File: src/rtl/option_loader_map.vh
// constants for the flash option byte loader
`ifndef OPTION_LOADER_MAP_VH
`define OPTION_LOADER_MAP_VH

// ----------------------------------------------------------------
// flash locations of the two user option bytes
// ----------------------------------------------------------------
`define FLASH_AW 16
`define OPT_ADDR0 16'h0000
`define OPT_ADDR1 16'h0001
`define OPT_ERASED 8'hff

// ----------------------------------------------------------------
// first option byte fields
// ----------------------------------------------------------------
`define OB0_WDT_ACTION 7
`define OB0_WDT_FORCE 6
`define OB0_OSC_HI 5
`define OB0_OSC_LO 4
`define OB0_BO_KEEP 3
`define OB0_READ_GUARD 2
`define OB0_WRITE_GUARD 0

// ----------------------------------------------------------------
// second option byte fields
// ----------------------------------------------------------------
`define OB1_XTAL_OFF 4

// ----------------------------------------------------------------
// loader-owned register port
// ----------------------------------------------------------------
`define REG_AW 4
`define REG_PWR_CTL 4'h0
`define REG_STATUS 4'h1
`define PWR_BO_STOP_OFF 0
`define STAT_LOADED 0
`define STAT_REFUSED 1
`define STAT_WDT_ON 2

// ----------------------------------------------------------------
// crystal start-up wait and decoded reset values
// ----------------------------------------------------------------
`define XTAL_CW 5
`define XTAL_LAST 5'h0f
`define OSC_RESET 2'h3

`endif

File: src/rtl/flash_option_byte_loader.v
// flash option byte loader: fetch, hold and decode of the user option bytes
//
// Function
// - every reset or stop recovery reloads both option bytes before the core runs
// - changed option bytes only take effect after the next reload
// - option holding registers are invisible to the register port
// - first byte bit 7: clear gives watchdog interrupt, set gives system reset
// - first byte bit 6 clear: watchdog runs from power-up, cannot be disabled
// - bit 6 set: watchdog starts on arm instruction, stays on until reset or stop recovery
// - first byte bits 5:4 select oscillator drive: RC, low, medium, high
// - bit 3 clear: brown-out off in stop only if power control bit set
// - bit 3 set: brown-out protection always on, stop mode included
// - bit 2 clear: code reads blocked, debugger limited
// - bit 2 set: code readable, all debugger commands allowed
// - bit 0 clear: user program, page erase and mass erase refused
// - debugger mass erase still accepted under write protection
// - bit 0 set: program and erase allowed everywhere
// - second byte bit 4 gates the crystal only, never the clock source
// - bit 4 clear: crystal runs during reset; set: crystal off during reset
`timescale 1ns/100ps
`default_nettype none
`include "option_loader_map.vh"

module flash_option_byte_loader (
  input wire clk, // system clock, 250 MHz
  input wire rst_n, // power-on / pin reset, asynchronous, active low
  input wire sys_reset_req, // system reset request pulse, same clock
  input wire stop_recovery, // stop-mode recovery pulse, same clock
  input wire stop_mode, // core is in stop mode
  input wire watchdog_arm_instr, // pulse: watchdog instruction executed
  input wire xtal_sw_enable, // software crystal enable after reset
  input wire user_prog_req, // user code program request pulse
  input wire user_page_erase_req, // user code page erase request pulse
  input wire user_mass_erase_req, // user code mass erase request pulse
  input wire debug_mass_erase, // debugger mass erase level, foreign domain
  input wire [`FLASH_AW-1:0] flash_rdata_unused_w, // reserved, not read
  input wire [7:0] flash_rdata, // flash read data, valid while flash_rd is high
  input wire [`REG_AW-1:0] reg_addr, // register address
  input wire [7:0] reg_wdata, // register write data
  input wire reg_wr, // register write strobe
  input wire reg_rd, // register read strobe
  output reg [7:0] reg_rdata, // register read data, cycle after reg_rd
  output reg flash_rd, // flash read strobe
  output reg [`FLASH_AW-1:0] flash_addr, // flash read address
  output reg core_reset_hold, // holds the core in reset while loading
  output reg wdt_timeout_action, // 1 = time-out resets, 0 = interrupt
  output reg wdt_enable, // watchdog running
  output reg [1:0] osc_drive_select, // oscillator drive mode
  output reg brownout_enable, // brown-out detector powered
  output reg code_read_allow, // user code may be read
  output reg debug_full_access, // all debugger commands allowed
  output reg xtal_enable, // crystal oscillator running
  output reg prog_grant, // program operation accepted
  output reg page_erase_grant, // page erase accepted
  output reg mass_erase_grant, // mass erase accepted
  output reg write_refused // pulse: user program/erase refused
);

  // ----------------------------------------------------------------
  // loader states
  // ----------------------------------------------------------------
  localparam [2:0] S_FETCH0 = 3'b000;
  localparam [2:0] S_FETCH1 = 3'b001;
  localparam [2:0] S_LATCH1 = 3'b010;
  localparam [2:0] S_XTAL = 3'b011;
  localparam [2:0] S_RUN = 3'b100;

  reg [2:0] state;
  reg [2:0] next_state;
  reg [`XTAL_CW-1:0] xtal_count;
  reg [7:0] option_config_byte0;
  reg [7:0] option_config_byte1;
  reg loaded;
  reg wdt_armed;
  reg bo_stop_off;
  reg refused_flag;
  reg dbg_last;
  wire dbg_level;
  wire dbg_pulse;
  wire reload;
  wire wr_ok;
  wire wdt_forced;
  wire any_user_req;

  // ----------------------------------------------------------------
  // debugger request crossing
  // ----------------------------------------------------------------
  pin_sync3 dbg_sync (
    .clk(clk),
    .rst_n(rst_n),
    .async_in(debug_mass_erase),
    .sync_out(dbg_level)
  );

  assign dbg_pulse = dbg_level & ~dbg_last;

  // ----------------------------------------------------------------
  // load sequencer
  // ----------------------------------------------------------------
  assign reload = sys_reset_req | stop_recovery;

  always @* begin
    next_state = state;
    case (state)
      S_FETCH0: begin
        next_state = S_FETCH1;
      end
      S_FETCH1: begin
        next_state = S_LATCH1;
      end
      S_LATCH1: begin
        if (flash_rdata[`OB1_XTAL_OFF]) begin
          next_state = S_RUN;
        end else begin
          next_state = S_XTAL;
        end
      end
      S_XTAL: begin
        if (xtal_count == `XTAL_LAST) begin
          next_state = S_RUN;
        end
      end
      S_RUN: begin
        if (reload) begin
          next_state = S_FETCH0;
        end
      end
      default: begin
        next_state = S_FETCH0;
      end
    endcase
  end

  // byte 0 is requested in FETCH0 and lands in FETCH1, byte 1 lands in LATCH1
  always @(posedge clk or negedge rst_n) begin
    if (!rst_n) begin
      state <= S_FETCH0;
      flash_rd <= 1'b0;
      flash_addr <= `OPT_ADDR0;
      option_config_byte0 <= `OPT_ERASED;
      option_config_byte1 <= `OPT_ERASED;
      loaded <= 1'b0;
      core_reset_hold <= 1'b1;
      xtal_count <= {`XTAL_CW{1'b0}};
    end else begin
      state <= next_state;
      flash_rd <= 1'b0;
      case (state)
        S_FETCH0: begin
          flash_rd <= 1'b1;
          flash_addr <= `OPT_ADDR0;
          loaded <= 1'b0;
          core_reset_hold <= 1'b1;
        end
        S_FETCH1: begin
          option_config_byte0 <= flash_rdata;
          flash_rd <= 1'b1;
          flash_addr <= `OPT_ADDR1;
        end
        S_LATCH1: begin
          option_config_byte1 <= flash_rdata;
          xtal_count <= {`XTAL_CW{1'b0}};
          if (flash_rdata[`OB1_XTAL_OFF]) begin
            loaded <= 1'b1;
            core_reset_hold <= 1'b0;
          end
        end
        S_XTAL: begin
          // crystal runs while the core waits: the price is a longer reset
          xtal_count <= xtal_count + 1'b1;
          if (xtal_count == `XTAL_LAST) begin
            loaded <= 1'b1;
            core_reset_hold <= 1'b0;
          end
        end
        S_RUN: begin
          // bytes are frozen here; flash edits wait for the next reload
          if (reload) begin
            core_reset_hold <= 1'b1;
            loaded <= 1'b0;
          end
        end
        default: begin
          core_reset_hold <= 1'b1;
        end
      endcase
    end
  end

  // ----------------------------------------------------------------
  // decoded option fields
  // ----------------------------------------------------------------
  // reserved bits of both bytes are ignored whatever was programmed
  assign wdt_forced = ~option_config_byte0[`OB0_WDT_FORCE];
  assign wr_ok = option_config_byte0[`OB0_WRITE_GUARD];
  assign any_user_req = user_prog_req | user_page_erase_req | user_mass_erase_req;

  always @(posedge clk or negedge rst_n) begin
    if (!rst_n) begin
      wdt_armed <= 1'b0;
      wdt_enable <= 1'b0;
      wdt_timeout_action <= 1'b1;
      osc_drive_select <= `OSC_RESET;
      brownout_enable <= 1'b1;
      code_read_allow <= 1'b0;
      debug_full_access <= 1'b0;
      xtal_enable <= 1'b0;
      dbg_last <= 1'b0;
    end else begin
      dbg_last <= dbg_level;
      // the arm latch only falls on reset or stop recovery
      if (reload || !loaded) begin
        wdt_armed <= 1'b0;
      end else if (watchdog_arm_instr) begin
        wdt_armed <= 1'b1;
      end
      // software has no path that clears a forced watchdog
      wdt_enable <= loaded & (wdt_forced | wdt_armed);
      wdt_timeout_action <= option_config_byte0[`OB0_WDT_ACTION];
      osc_drive_select <= {option_config_byte0[`OB0_OSC_HI],
                           option_config_byte0[`OB0_OSC_LO]};
      brownout_enable <= option_config_byte0[`OB0_BO_KEEP] |
                         ~(stop_mode & bo_stop_off);
      // guard stays closed until a fresh copy of the bytes is in
      code_read_allow <= loaded & option_config_byte0[`OB0_READ_GUARD];
      debug_full_access <= loaded & option_config_byte0[`OB0_READ_GUARD];
      // before byte 1 lands the last latched byte 1 applies (erased, crystal off, after rst_n)
      if (core_reset_hold) begin
        xtal_enable <= ~option_config_byte1[`OB1_XTAL_OFF];
      end else begin
        xtal_enable <= xtal_sw_enable;
      end
    end
  end

  // ----------------------------------------------------------------
  // program and erase gating
  // ----------------------------------------------------------------
  always @(posedge clk or negedge rst_n) begin
    if (!rst_n) begin
      prog_grant <= 1'b0;
      page_erase_grant <= 1'b0;
      mass_erase_grant <= 1'b0;
      write_refused <= 1'b0;
    end else begin
      prog_grant <= loaded & wr_ok & user_prog_req;
      page_erase_grant <= loaded & wr_ok & user_page_erase_req;
      mass_erase_grant <= (loaded & wr_ok & user_mass_erase_req) | dbg_pulse;
      write_refused <= any_user_req & ~(loaded & wr_ok);
    end
  end

  // ----------------------------------------------------------------
  // register port: power control and status only
  // ----------------------------------------------------------------
  always @(posedge clk or negedge rst_n) begin
    if (!rst_n) begin
      bo_stop_off <= 1'b0;
      refused_flag <= 1'b0;
      reg_rdata <= 8'h00;
    end else begin
      if (reg_wr && reg_addr == `REG_PWR_CTL) begin
        bo_stop_off <= reg_wdata[`PWR_BO_STOP_OFF];
      end
      // a new refusal wins over a clear in the same cycle
      if (write_refused) begin
        refused_flag <= 1'b1;
      end else if (reg_wr && reg_addr == `REG_STATUS && reg_wdata[`STAT_REFUSED]) begin
        refused_flag <= 1'b0;
      end
      reg_rdata <= 8'h00;
      if (reg_rd) begin
        // option holding registers have no address here
        if (reg_addr == `REG_PWR_CTL) begin
          reg_rdata <= {7'h00, bo_stop_off};
        end else if (reg_addr == `REG_STATUS) begin
          reg_rdata <= {5'h00, wdt_enable, refused_flag, loaded};
        end else begin
          reg_rdata <= 8'h00;
        end
      end
    end
  end

endmodule

`default_nettype wire

File: src/rtl/pin_sync3.v
// three-flop synchroniser with agreement filter for an asynchronous level
`timescale 1ns/100ps
`default_nettype none

module pin_sync3 (
  input wire clk, // system clock
  input wire rst_n, // asynchronous reset, active low
  input wire async_in, // level from another clock domain
  output reg sync_out // filtered level on clk
);

  reg s1;
  reg s2;
  reg s3;

  // s1 only feeds s2; the filter compares the later two stages
  always @(posedge clk or negedge rst_n) begin
    if (!rst_n) begin
      s1 <= 1'b0;
      s2 <= 1'b0;
      s3 <= 1'b0;
      sync_out <= 1'b0;
    end else begin
      s1 <= async_in;
      s2 <= s1;
      s3 <= s2;
      if (s2 == s3) begin
        sync_out <= s3;
      end
    end
  end

endmodule

`default_nettype wire

File: config.mk
export PLATFORM = sky130hd
export DESIGN_NAME = flash_option_byte_loader
export DESIGN_NICKNAME = d
export VERILOG_FILES = /design/src/rtl/flash_option_byte_loader.v /design/src/rtl/pin_sync3.v
export VERILOG_INCLUDE_DIRS = /design/src /design/src/rtl
export SDC_FILE = /design/constraint.sdc
export NUM_CORES = 1
export LEC_CHECK = 0
export ABC_CLOCK_PERIOD_IN_PS = 2700
export BUFFER_PORTS_ARGS = -buffer_cell sky130_fd_sc_hd__buf_2
export CAP_MARGIN = 20
export CORE_UTILIZATION = 49
export DETAILED_ROUTE_END_ITERATION = 7
export PLACE_DENSITY_LB_ADDON = 0.08
export SYNTH_ARGS = -nofsm -noshare
export SYNTH_HDL_FRONTEND = slang
export SYNTH_SLANG_ARGS = --single-unit
File: constraint.sdc
create_clock -name clk -period 2.7 [get_ports clk]
set_clock_uncertainty 0.1 [all_clocks]
set_input_delay 0.81 -clock clk [delete_from_list [all_inputs] [get_ports clk]]
set_output_delay 0.81 -clock clk [all_outputs]
set_load 0.01 [all_outputs]
Yosys cells after proc, flatten, opt, wreduce, memory -nomap -nowiden
Cells that the tools add are included.
{ "totals": {"elab_cells": 98, "regBits": 67} }
{ "classes": {"add_sub_neg": 1, "n_eq_ne": 10, "n_mux": 23, "bitwise_logic": 21, "n_reduce_logical": 16} }
{ "op_table": {"columns": ["op", "count"], "rows": [
  ["$pmux W16 S2", 1],
  ["$mux W3", 6],
  ["$pmux W3 S5", 1],
  ["$mux W1", 12],
  ["$pmux W5 S2", 1],
  ["$and A1 B1 Y1", 9],
  ["$pmux W1 S4", 2],
  ["$reduce_and A4 Y1", 2],
  ["$reduce_bool A2 Y1", 4],
  ["$eq A3 B2 Y1 const B", 2],
  ["$ne A2 B2 Y1 const B", 3],
  ["$not A1 Y1", 6],
  ["$or A1 B1 Y1", 6],
  ["$add A5 B1 Y5 const B", 1],
  ["$eq A5 B4 Y1 const B", 1],
  ["$eq A4 B1 Y1 const B", 1],
  ["$logic_not A4 Y1", 1],
  ["$reduce_bool A4 Y1", 1],
  ["$eq A3 B1 Y1 const B", 1],
  ["$eq A3 B3 Y1 const B", 1],
  ["$logic_and A1 B1 Y1", 3],
  ["$logic_not A3 Y1", 1],
  ["$reduce_and A2 Y1", 1],
  ["$reduce_or A2 Y1", 1],
  ["other kinds (3)", 3]
]} }

Longest topological paths before layout
Gate-level depths: netlist of run 1.
{ "logic_depth": {"ltp_word": 5, "depth_mapped": 6, "depth_no_buf": 6} }

Hierarchy
A second synthesis of run 1 with hierarchy kept.
{ "unflattened": {"hier_cells": 154, "area_unflattened_um2": 1821.7} }
{ "modules_own_cells": {"columns": ["module", "instances", "area_per_inst_um2", "seq_area_each_um2", "cells_per_inst"], "rows": [
  ["flash_option_byte_loader", 1, 1710.4, 967.2, 149],
  ["pin_sync3", 1, 111.4, 100.1, 5]
]} }

Least setup slack after synthesis of run 1
Ideal clock, no wire load.
{ "synth_timing": {"path_type": "input to register", "start": "input reg_addr[1]", "end": "register bo_stop_off", "t_required_ns": 2.475, "t_arrival_ns": 1.418, "n_path_buf": 0, "path_slack_ns": 1.057, "stages": 3, "path_cell_list": "nor3_1 nand3b_1 mux2_2"} }
{ "synth_between": {"elab_chain_cells": 2} }
{ "synth_rtl": {"columns": ["item", "line_no", "text"], "rows": [
  ["start, declared", "flash_option_byte_loader.v:38", "input wire [`REG_AW-1:0] reg_addr,"],
  ["$logic_not A4 Y1 (no source line)", null, null],
  ["$logic_and A1 B1 Y1 (no source line)", null, null],
  ["end signal, assigned", "flash_option_byte_loader.v:263", "bo_stop_off <= reg_wdata[`PWR_BO_STOP_OFF];"],
  ["end, declared", "flash_option_byte_loader.v:75", "reg bo_stop_off;"]
]} }
Every way passes these cells.
A chain may end at the register's enable or synchronous reset.

Final worst setup path of run 1
{ "layout_timing": {"start": "register core_reset_hold", "end": "output core_reset_hold"} }
{ "layout_lines": {"columns": ["item", "line_no", "text"], "rows": [
  ["start, declared", "flash_option_byte_loader.v:45", "output reg core_reset_hold,"],
  ["start signal, assigned", "flash_option_byte_loader.v:143", "core_reset_hold <= 1'b1;"],
  ["start signal, assigned", "flash_option_byte_loader.v:153", "core_reset_hold <= 1'b1;"],
  ["start signal, assigned", "flash_option_byte_loader.v:165", "core_reset_hold <= 1'b0;"]
]} }
No word-level cell between the ends.

==> results of run 1 <==
==> flip-flops by register name, indices dropped and copies added (netlist names), 2 cells and up <==
register             flops
xtal_count               5
osc_drive_select         2
option_config_byte0      7
state                    3
reg_rdata                3
==> worst min-delay path by stage <==
stage | start | to | slack (ns) | cells after the start
4_1_cts | dbg_sync.s1 | dbg_sync.s2 | 0.26 | 0
5_1_grt | dbg_sync.s1 | dbg_sync.s2 | 0.26 | 0
2_1_floorplan | dbg_sync.s1 | dbg_sync.s2 | 0.23 | 0
3_3_place_gp | dbg_sync.s1 | dbg_sync.s2 | 0.24 | 0
6_report | dbg_sync.s1 | dbg_sync.s2 | 0.25 | 0
3_5_place_dp | dbg_sync.s1 | dbg_sync.s2 | 0.24 | 0
==> Yosys cell counts <==
| library cell | instances | share of area (%) |
|---|---|---|
| mux2i_1 | 3 | 1.6 |
| conb_1 | 1 | 0.21 |
| a21oi_1 | 4 | 1.1 |
| buf_6 | 2 | 1.2 |
| clkbuf_1 | 2 | 0.41 |
| o211ai_1 | 2 | 0.82 |
| nor3b_1 | 3 | 1.2 |
| nand4_1 | 1 | 0.34 |
| nor2b_1 | 1 | 0.34 |
| a21o_1 | 1 | 0.41 |
| maj3_1 | 1 | 0.55 |
| and2_1 | 2 | 0.69 |
| nand2_1 | 10 | 2.1 |
| buf_4 | 22 | 9.1 |
| a31oi_1 | 1 | 0.34 |
| nand2b_4 | 2 | 1.5 |
| a21boi_0 | 1 | 0.41 |
| dfrtp_1 | 29 | 40 |
| nor2_2 | 1 | 0.34 |
| a32o_1 | 1 | 0.55 |
| nand2b_1 | 2 | 0.69 |
| mux2_2 | 8 | 4.9 |
| nor2_1 | 4 | 0.82 |
| inv_1 | 5 | 1.0 |
| nand3b_1 | 2 | 0.82 |
| nand3_1 | 7 | 1.9 |
| or4_1 | 1 | 0.41 |
| dfstp_2 | 13 | 19 |
| o21ai_0 | 9 | 2.5 |
| inv_2 | 1 | 0.21 |
| o31ai_1 | 1 | 0.41 |
| nor3_1 | 3 | 0.82 |
| and3_1 | 5 | 1.7 |
| and2b_1 | 1 | 0.41 |
| ha_1 | 2 | 1.4 |
==> cell type report <==
class	instances	area [um2]
fillers	304	1350
flip-flops and latches	42	1070
multi-input cells	99	607
repair buffers	45	230
clock buffers	7	76.3
well taps	46	57.6
clock inverters	1	30.0
inverters	6	22.5
==> power groups by stage <==
stage | clock [mW] | combinational, mW | sequential [mW]
floorplan | 0 | 0.480 | 1.06
global placement | 0 | 0.585 | 1.09
detailed placement | 0 | 0.595 | 1.10
CTS | 0.484 | 0.598 | 1.08
global route | 0.511 | 0.661 | 1.12
finish | 0.467 | 0.586 | 1.08
==> per-layer routing <==
metal  vias up  routed length [um]  global-route usage (%)  share of wire [%]
met5         -                   0                       0                  0
li1        567                   -                       -                  -
met4         0                  25                    3.49               0.89
met1       543                1260                    21.0                 45
met3         4                 210                    6.02                7.4
met2        53                1320                    26.9                 47
==> cells by family (layout without fill, tap and decap cells) <==
kind of cell / after synthesis / after routing / synth area share [%]
AO/OA/AOI/OAI: 20 / 20 / 6.53
adder cells (fa/ha/maj): 3 / 3 / 1.92
buffers and inverters: 32 / 59 / 12.0
flip-flops: 42 / 42 / 58.6
multiplexers: 11 / 11 / 6.60
other: 1 / 20 / 0.206
AND/OR/NAND/NOR: 45 / 45 / 14.2
==> metrics by stage <==
stage	area [um2]	setup slack [ns]
detailed placement	1980	0.830
finish	2090	0.813
global placement	1980	0.893
CTS	2090	0.800
global route	2090	0.780
floorplan	1890	1.06
==> run summary, run 1 <==
most frequent cells in the layout: buf_2 (43), dfrtp_1 (29), conb_1 (20)
Routed Antenna Nets: 0
hold buffer count at cts: 0
most common cell after layout, fill and taps aside: buf_2
fmax: 530 MHz
Rows: 21
initial antenna violation count: 0
Worst setup SP type: flop
Max-Cap Viols: 0
Num CTS Buffers: 5
Pre-antenna DRT Iters: 4
gr usage total: 16.5%
kind of critical path: reg -> out
aggregate global routing overflow: 0
fin crit period: 1.89 ns
crit-path leading delay family: flip-flops
die height: 63.0 um
Critical Path RT: 1.79 ns
RSZ-0062 raised after global routing: false
via/cell ratio: 4.74
Area Overhead vs Synth: 14.8%
pwr dens: 1020 nW/um2
hold slack: 0.250 ns
critical path capture point type: output pin
first-pass GRT wire length: 5090 um
Antenna Cells: 0
core area: 3440 um2
post-cts repair resize count: 0
drt first-iter violations: 50
RePlAce Congestion: 0.774
vias: 1167
status: finished clean
setup TNS: 0 ns
RR Endpoint: option_config_byte0[6]
Cell Chain, Critical Path: buf_2
CTS tree: done
count of buffers from port buffering: 43
crit path from: core_reset_hold
share of cells above drive strength 1: 38.0%
clock power share: 21.9%
Top Ports: 87
die area: 3960 um2
Hold Vio Cnt, Final: 0
critical path data arrival time: 0.98 ns
DR WL/cell: 11.5 um
crit path buf inv count: 1
WL final: 2820 um
fin cells: 246
Post-Syn Instances: 154
Yosys cell types: 35
CP max FO: 4
Overall Power: 2.14 mW
Seq pwr share: 50.7%
average cell area after synthesis: 11.8 um2
Yosys warning total: 0
synthesis-stage register bit count: 42
Hold WC Path Type: reg -> reg
pin count of the biggest net entering global routing: 17
Remaining DRCs: 0
P_int: 1.47 mW
Combinational Power Share: 27.4%
fin crit share: 69.9%
Worst path slowest cell: dfstp_2
sw frac: 31.0%
chip width: 63.0 um
NetSw: 662 uW
setup bufs post-CTS: 0
Setup crit end: core_reset_hold
Clock Tree Buf Depth: 2
Final Max Tran Viols: 0
setup violators final: 0
Levels on crit path: 1
nets: 250
worst vdd ir: 0.514 mV
flop2flop setup slack: 1.10 ns
CTS H-tree depth: 2
final core utilization: 60.7%
Clock transition at path regs: 0.07 ns
clock root cell: clkbuf_8
launching point of the worst reg2reg path: state[0]
synthesized cell area: 1820 um2
FF-to-FF path depth: 3
Cells after DPL: 238
Seq/Total Area, Yosys: 58.6%
Leak: 1.02 nW
largest stage delay on the critical path: 0.56 ns
CTS sink cnt: 42
vias in the first global route: 1130
Initial Util: 52.9%
worst skew pair latency: 0.28 ns
post-detailed-placement half-perimeter wirelength: 2110 um
Note: power is estimated with default switching activity, not from simulation.
==> run 2, diff against run 1 <==
ABC_CLOCK_PERIOD_IN_PS = 1900   (was 2700)
CORE_UTILIZATION = 46   (was 49)
clock period = 1.9 ns   (was 2.7 ns; I/O delays follow)
==> run summary, run 2 (synthesis results as in run 1) <==
CTS tree: done
crit path buf inv count: 1
Cells after DPL: 241
Antenna Cells: 0
largest stage delay on the critical path: 0.58 ns
status: finished clean
FF-to-FF path depth: 5
chip width: 64.9 um
final core utilization: 56.9%
count of buffers from port buffering: 43
CTS H-tree depth: 2
launching point of the worst reg2reg path: xtal_count[0]
RePlAce Congestion: 0.807
Cell Chain, Critical Path: buf_2
Final Max Tran Viols: 0
critical path capture point type: output pin
hold buffer count at cts: 0
DR WL/cell: 12.0 um
via/cell ratio: 4.78
most common cell after layout, fill and taps aside: buf_2
Levels on crit path: 1
post-cts repair resize count: 0
Pre-antenna DRT Iters: 4
kind of critical path: reg -> out
Max-Cap Viols: 0
aggregate global routing overflow: 0
Leak: 1.03 nW
WL final: 2990 um
die height: 64.9 um
crit-path leading delay family: flip-flops
first-pass GRT wire length: 5060 um
post-detailed-placement half-perimeter wirelength: 2300 um
worst vdd ir: 0.710 mV
Initial Util: 49.0%
nets: 251
vias: 1191
crit path from: core_reset_hold
Num CTS Buffers: 5
fin cells: 249
drt first-iter violations: 40
Clock transition at path regs: 0.08 ns
Area Overhead vs Synth: 16.2%
clock root cell: clkbuf_8
max reg flops: 7
gr usage total: 15.8%
fin crit period: 1.68 ns
core area: 3720 um2
CTS sink cnt: 42
setup violators final: 0
fin crit share: 88.3%
Routed Antenna Nets: 0
Rows: 22
setup bufs post-CTS: 0
RSZ-0062 raised after global routing: false
Remaining DRCs: 0
most frequent cells in the layout: buf_2 (43), dfrtp_1 (29), conb_1 (20)
vias in the first global route: 1172
die area: 4210 um2
Worst setup SP type: flop
Worst path slowest cell: dfstp_2
worst skew pair latency: 0.28 ns
Critical Path RT: 1.23 ns
initial antenna violation count: 0
pwr dens: 1450 nW/um2
Top Registers: option_config_byte0 (7), xtal_count (5)
share of cells above drive strength 1: 39.3%
critical path data arrival time: 1.01 ns
Hold WC Path Type: in -> async
fmax: 596 MHz
Clock Tree Buf Depth: 2
Most flops, register: option_config_byte0
Hold Vio Cnt, Final: 0
pin count of the biggest net entering global routing: 23
CP max FO: 4
setup TNS: 0 ns
Top Ports: 87
## run 2: cell count changes in the layout (fill, tap and decap cells not counted), sizes merged
cell and delta:
clkbuf -2, clkinv +2, buf +1
## run 2: final timing paths
path | slack (ns) | end
worst min-delay path | 0.13 | reg_rdata[1]
worst max-delay path | 0.22 | core_reset_hold
worst max register to register | 0.41 | core_reset_hold
worst min register to register | 0.26 | dbg_sync.s2
min in group clk | 0.26 | dbg_sync.s2
max in group asynchronous | 1.02 | option_config_byte1[4]
## run 2: metal layers
| metal | GRT usage [%] | vias up | wire (um) |
|---|---|---|---|
| met4 | 2.50 | 0 | 10 |
| met5 | 0 | - | 0 |
| met1 | 18.9 | 581 | 1270 |
| li1 | - | 573 | - |
| met2 | 28.0 | 34 | 1540 |
| met3 | 4.93 | 3 | 160 |
## run 2: layout make-up
type                       count  area, um2
clock buffer                   5       68.8
clock inverter                 3       40.0
fill                         341       1600
inverter                       6       22.5
multi-input combinational     99        607
sequential                    42       1070
tap                           48       60.1
timing repair buffer          46        250
## run 2: report_power, final
group | internal (mW) | switching [mW]
sequential | 1.29 | 0.220
clock | 0.386 | 0.286
combinational | 0.437 | 0.458
total | 2.11 | 0.965
## run 2: per-stage QoR
| step | hold WS (ns) | area, um2 | power, mW | setup WS, ns |
|---|---|---|---|---|
| floorplan | 0.174 | 1890 | 2.19 | 0.474 |
| global placement | 0.236 | 2010 | 2.40 | 0.343 |
| detailed placement | 0.243 | 2010 | 2.44 | 0.308 |
| CTS | 0.138 | 2120 | 3.12 | 0.207 |
| global route | 0.152 | 2120 | 3.30 | 0.184 |
| finish | 0.127 | 2120 | 3.08 | 0.222 |
==> run 3, diff against run 2 <==
ABC_CLOCK_PERIOD_IN_PS = 1500   (was 1900)
CELL_PAD_IN_SITES_DETAIL_PLACEMENT = 0   (was default)
CELL_PAD_IN_SITES_GLOBAL_PLACEMENT = 1   (was default)
CORE_UTILIZATION = 31   (was 46)
clock period = 1.5 ns   (was 1.9 ns; I/O delays follow)
==> run summary, run 3 (synthesis results as in run 1) <==
Rows: 27
fin crit share: 99.0%
WL final: 3360 um
vias: 1226
most frequent cells in the layout: buf_2 (39), dfrtp_1 (27), conb_1 (20)
# fillers: 565
most common cell after layout, fill and taps aside: buf_2
max reg flops: 7
FF+latch area: 1070 um2
Worst path slowest cell: dfstp_2
chip width: 78.6 um
nets: 261
wl on met1: 1430 um
Area Overhead vs Synth: 23.3%
fin area: 2240 um2
aggregate global routing overflow: 0
first-pass GRT wire length: 5380 um
area of the multi-input gates: 619 um2
DR WL/cell: 11.9 um
critical path capture point type: output pin
die height: 78.6 um
worst skew pair latency: 0.29 ns
Routed Antenna Nets: 0
CTS sink cnt: 42
via/cell ratio: 4.33
setup violators final: 0
Cell Chain, Critical Path: buf_6
setup TNS: 0 ns
Critical Path RT: 0.95 ns
Remaining DRCs: 0
share of cells above drive strength 1: 43.1%
crit path buf inv count: 1
Num CTS Buffers: 5
Max-Cap Viols: 0
Hold WC Path Type: in -> reg
crit-path leading delay family: flip-flops
area post-placement: 2080 um2
Initial Util: 32.7%
CP max FO: 2
kind of critical path: reg -> out
largest stage delay on the critical path: 0.55 ns
Final Max Tran Viols: 0
worst vdd ir: 0.521 mV
fin crit period: 1.48 ns
Clock Tree Buf Depth: 2
pin count of the biggest net entering global routing: 33
CTS tree: done
Most flops, register: option_config_byte0
Top Registers: option_config_byte0 (7), xtal_count (5)
post-detailed-placement half-perimeter wirelength: 2540 um
status: finished clean
clock root cell: clkbuf_8
pwr dens: 1780 nW/um2
drt first-iter violations: 39
vias in the first global route: 1175
gr usage total: 11.4%
Worst setup SP type: flop
Leak: 1.08 nW
Hold Vio Cnt, Final: 0
routed wl met2: 1650 um
critical path data arrival time: 0.93 ns
initial antenna violation count: 0
Pre-antenna DRT Iters: 6
fmax: 674 MHz
Clock transition at path regs: 0.08 ns
met3 wire length: 233 um
Top Ports: 87
CTS H-tree depth: 2
RSZ-0062 raised after global routing: true
Antenna Cells: 0
die area: 6180 um2
RePlAce Congestion: 0.813
count of buffers from port buffering: 43
top sig layer: met4
core area: 5570 um2
-- run 3: cell count changes in the layout (fill, tap and decap cells not counted), sizes merged --
cell,delta
buf,+9
clkinvlp,+1
bufinv,-1
dlygate4sd3,+1
-- run 3: repair_timing --
action                                  CTS  global route
hold buffers                              1             0
endpoints found under the setup margin    1            15
gates resized for setup                   1             8
endpoints found under the hold margin     7             0
buffers inserted                          1             2
-- run 3: stage by stage --
step	utilization, %	hold WS, ns	setup slack, ns	std cells	power (mW)
finish	40.3	0.165	0.0153	283	4.01
global route	40.3	0.152	-0.0194	283	4.31
CTS	39.4	0.152	-0.00196	281	4.00
detailed placement	37.4	0.239	0.0206	271	3.22
global placement	37.4	0.234	0.0294	271	3.19
floorplan	-	0.0544	0.0737	173	2.78
-- run 3: path summary, 6_finish.rpt --
| path | slack (ns) | to | startpoint | cells past startpoint |
|---|---|---|---|---|
| hold / removal | 0.16 | dbg_sync.s1 | debug_mass_erase | 1 |
| max in group asynchronous | 0.31 | option_config_byte0[5] | rst_n | 3 |
| min in group asynchronous | 0.47 | bo_stop_off | rst_n | 2 |
| hold reg to reg | 0.25 | dbg_sync.s2 | dbg_sync.s1 | 0 |
| setup reg to reg | 0.08 | state[1] | xtal_count[1] | 6 |
| setup / recovery | 0.02 | core_reset_hold | core_reset_hold | 1 |
-- run 3: layout make-up --
cell class                 instances  share of cell area (%)
timing repair buffer              56                    15.7
clock buffer                       5                    3.07
sequential                        42                    47.7
clock inverter                     3                   0.948
multi-input combinational         99                    27.6
tap                               72                    4.01
inverter                           6                    1.00
-- run 3: worst reg2reg max path, cell delays in order, from the launching register on --
cell	delay, ns
dfrtp_1	0.37
ha_1	0.18
and3_1	0.21
ha_4	0.16
nand2_1	0.07
a21oi_1	0.16
nor2_1	0.05
-- run 3: metal layers --
| layer | GRT usage, % | vias up |
|---|---|---|
| li1 | - | 592 |
| met1 | 13.3 | 585 |
| met2 | 19.7 | 42 |
| met3 | 3.14 | 7 |
| met4 | 4.44 | 0 |
| met5 | 0 | - |
-- run 3: power breakdown --
part,internal (mW),total (mW),switching [mW]
sequential,1.64,1.92,0.287
clock,0.327,0.721,0.394
combinational,0.733,1.36,0.630
total,2.70,4.01,1.31
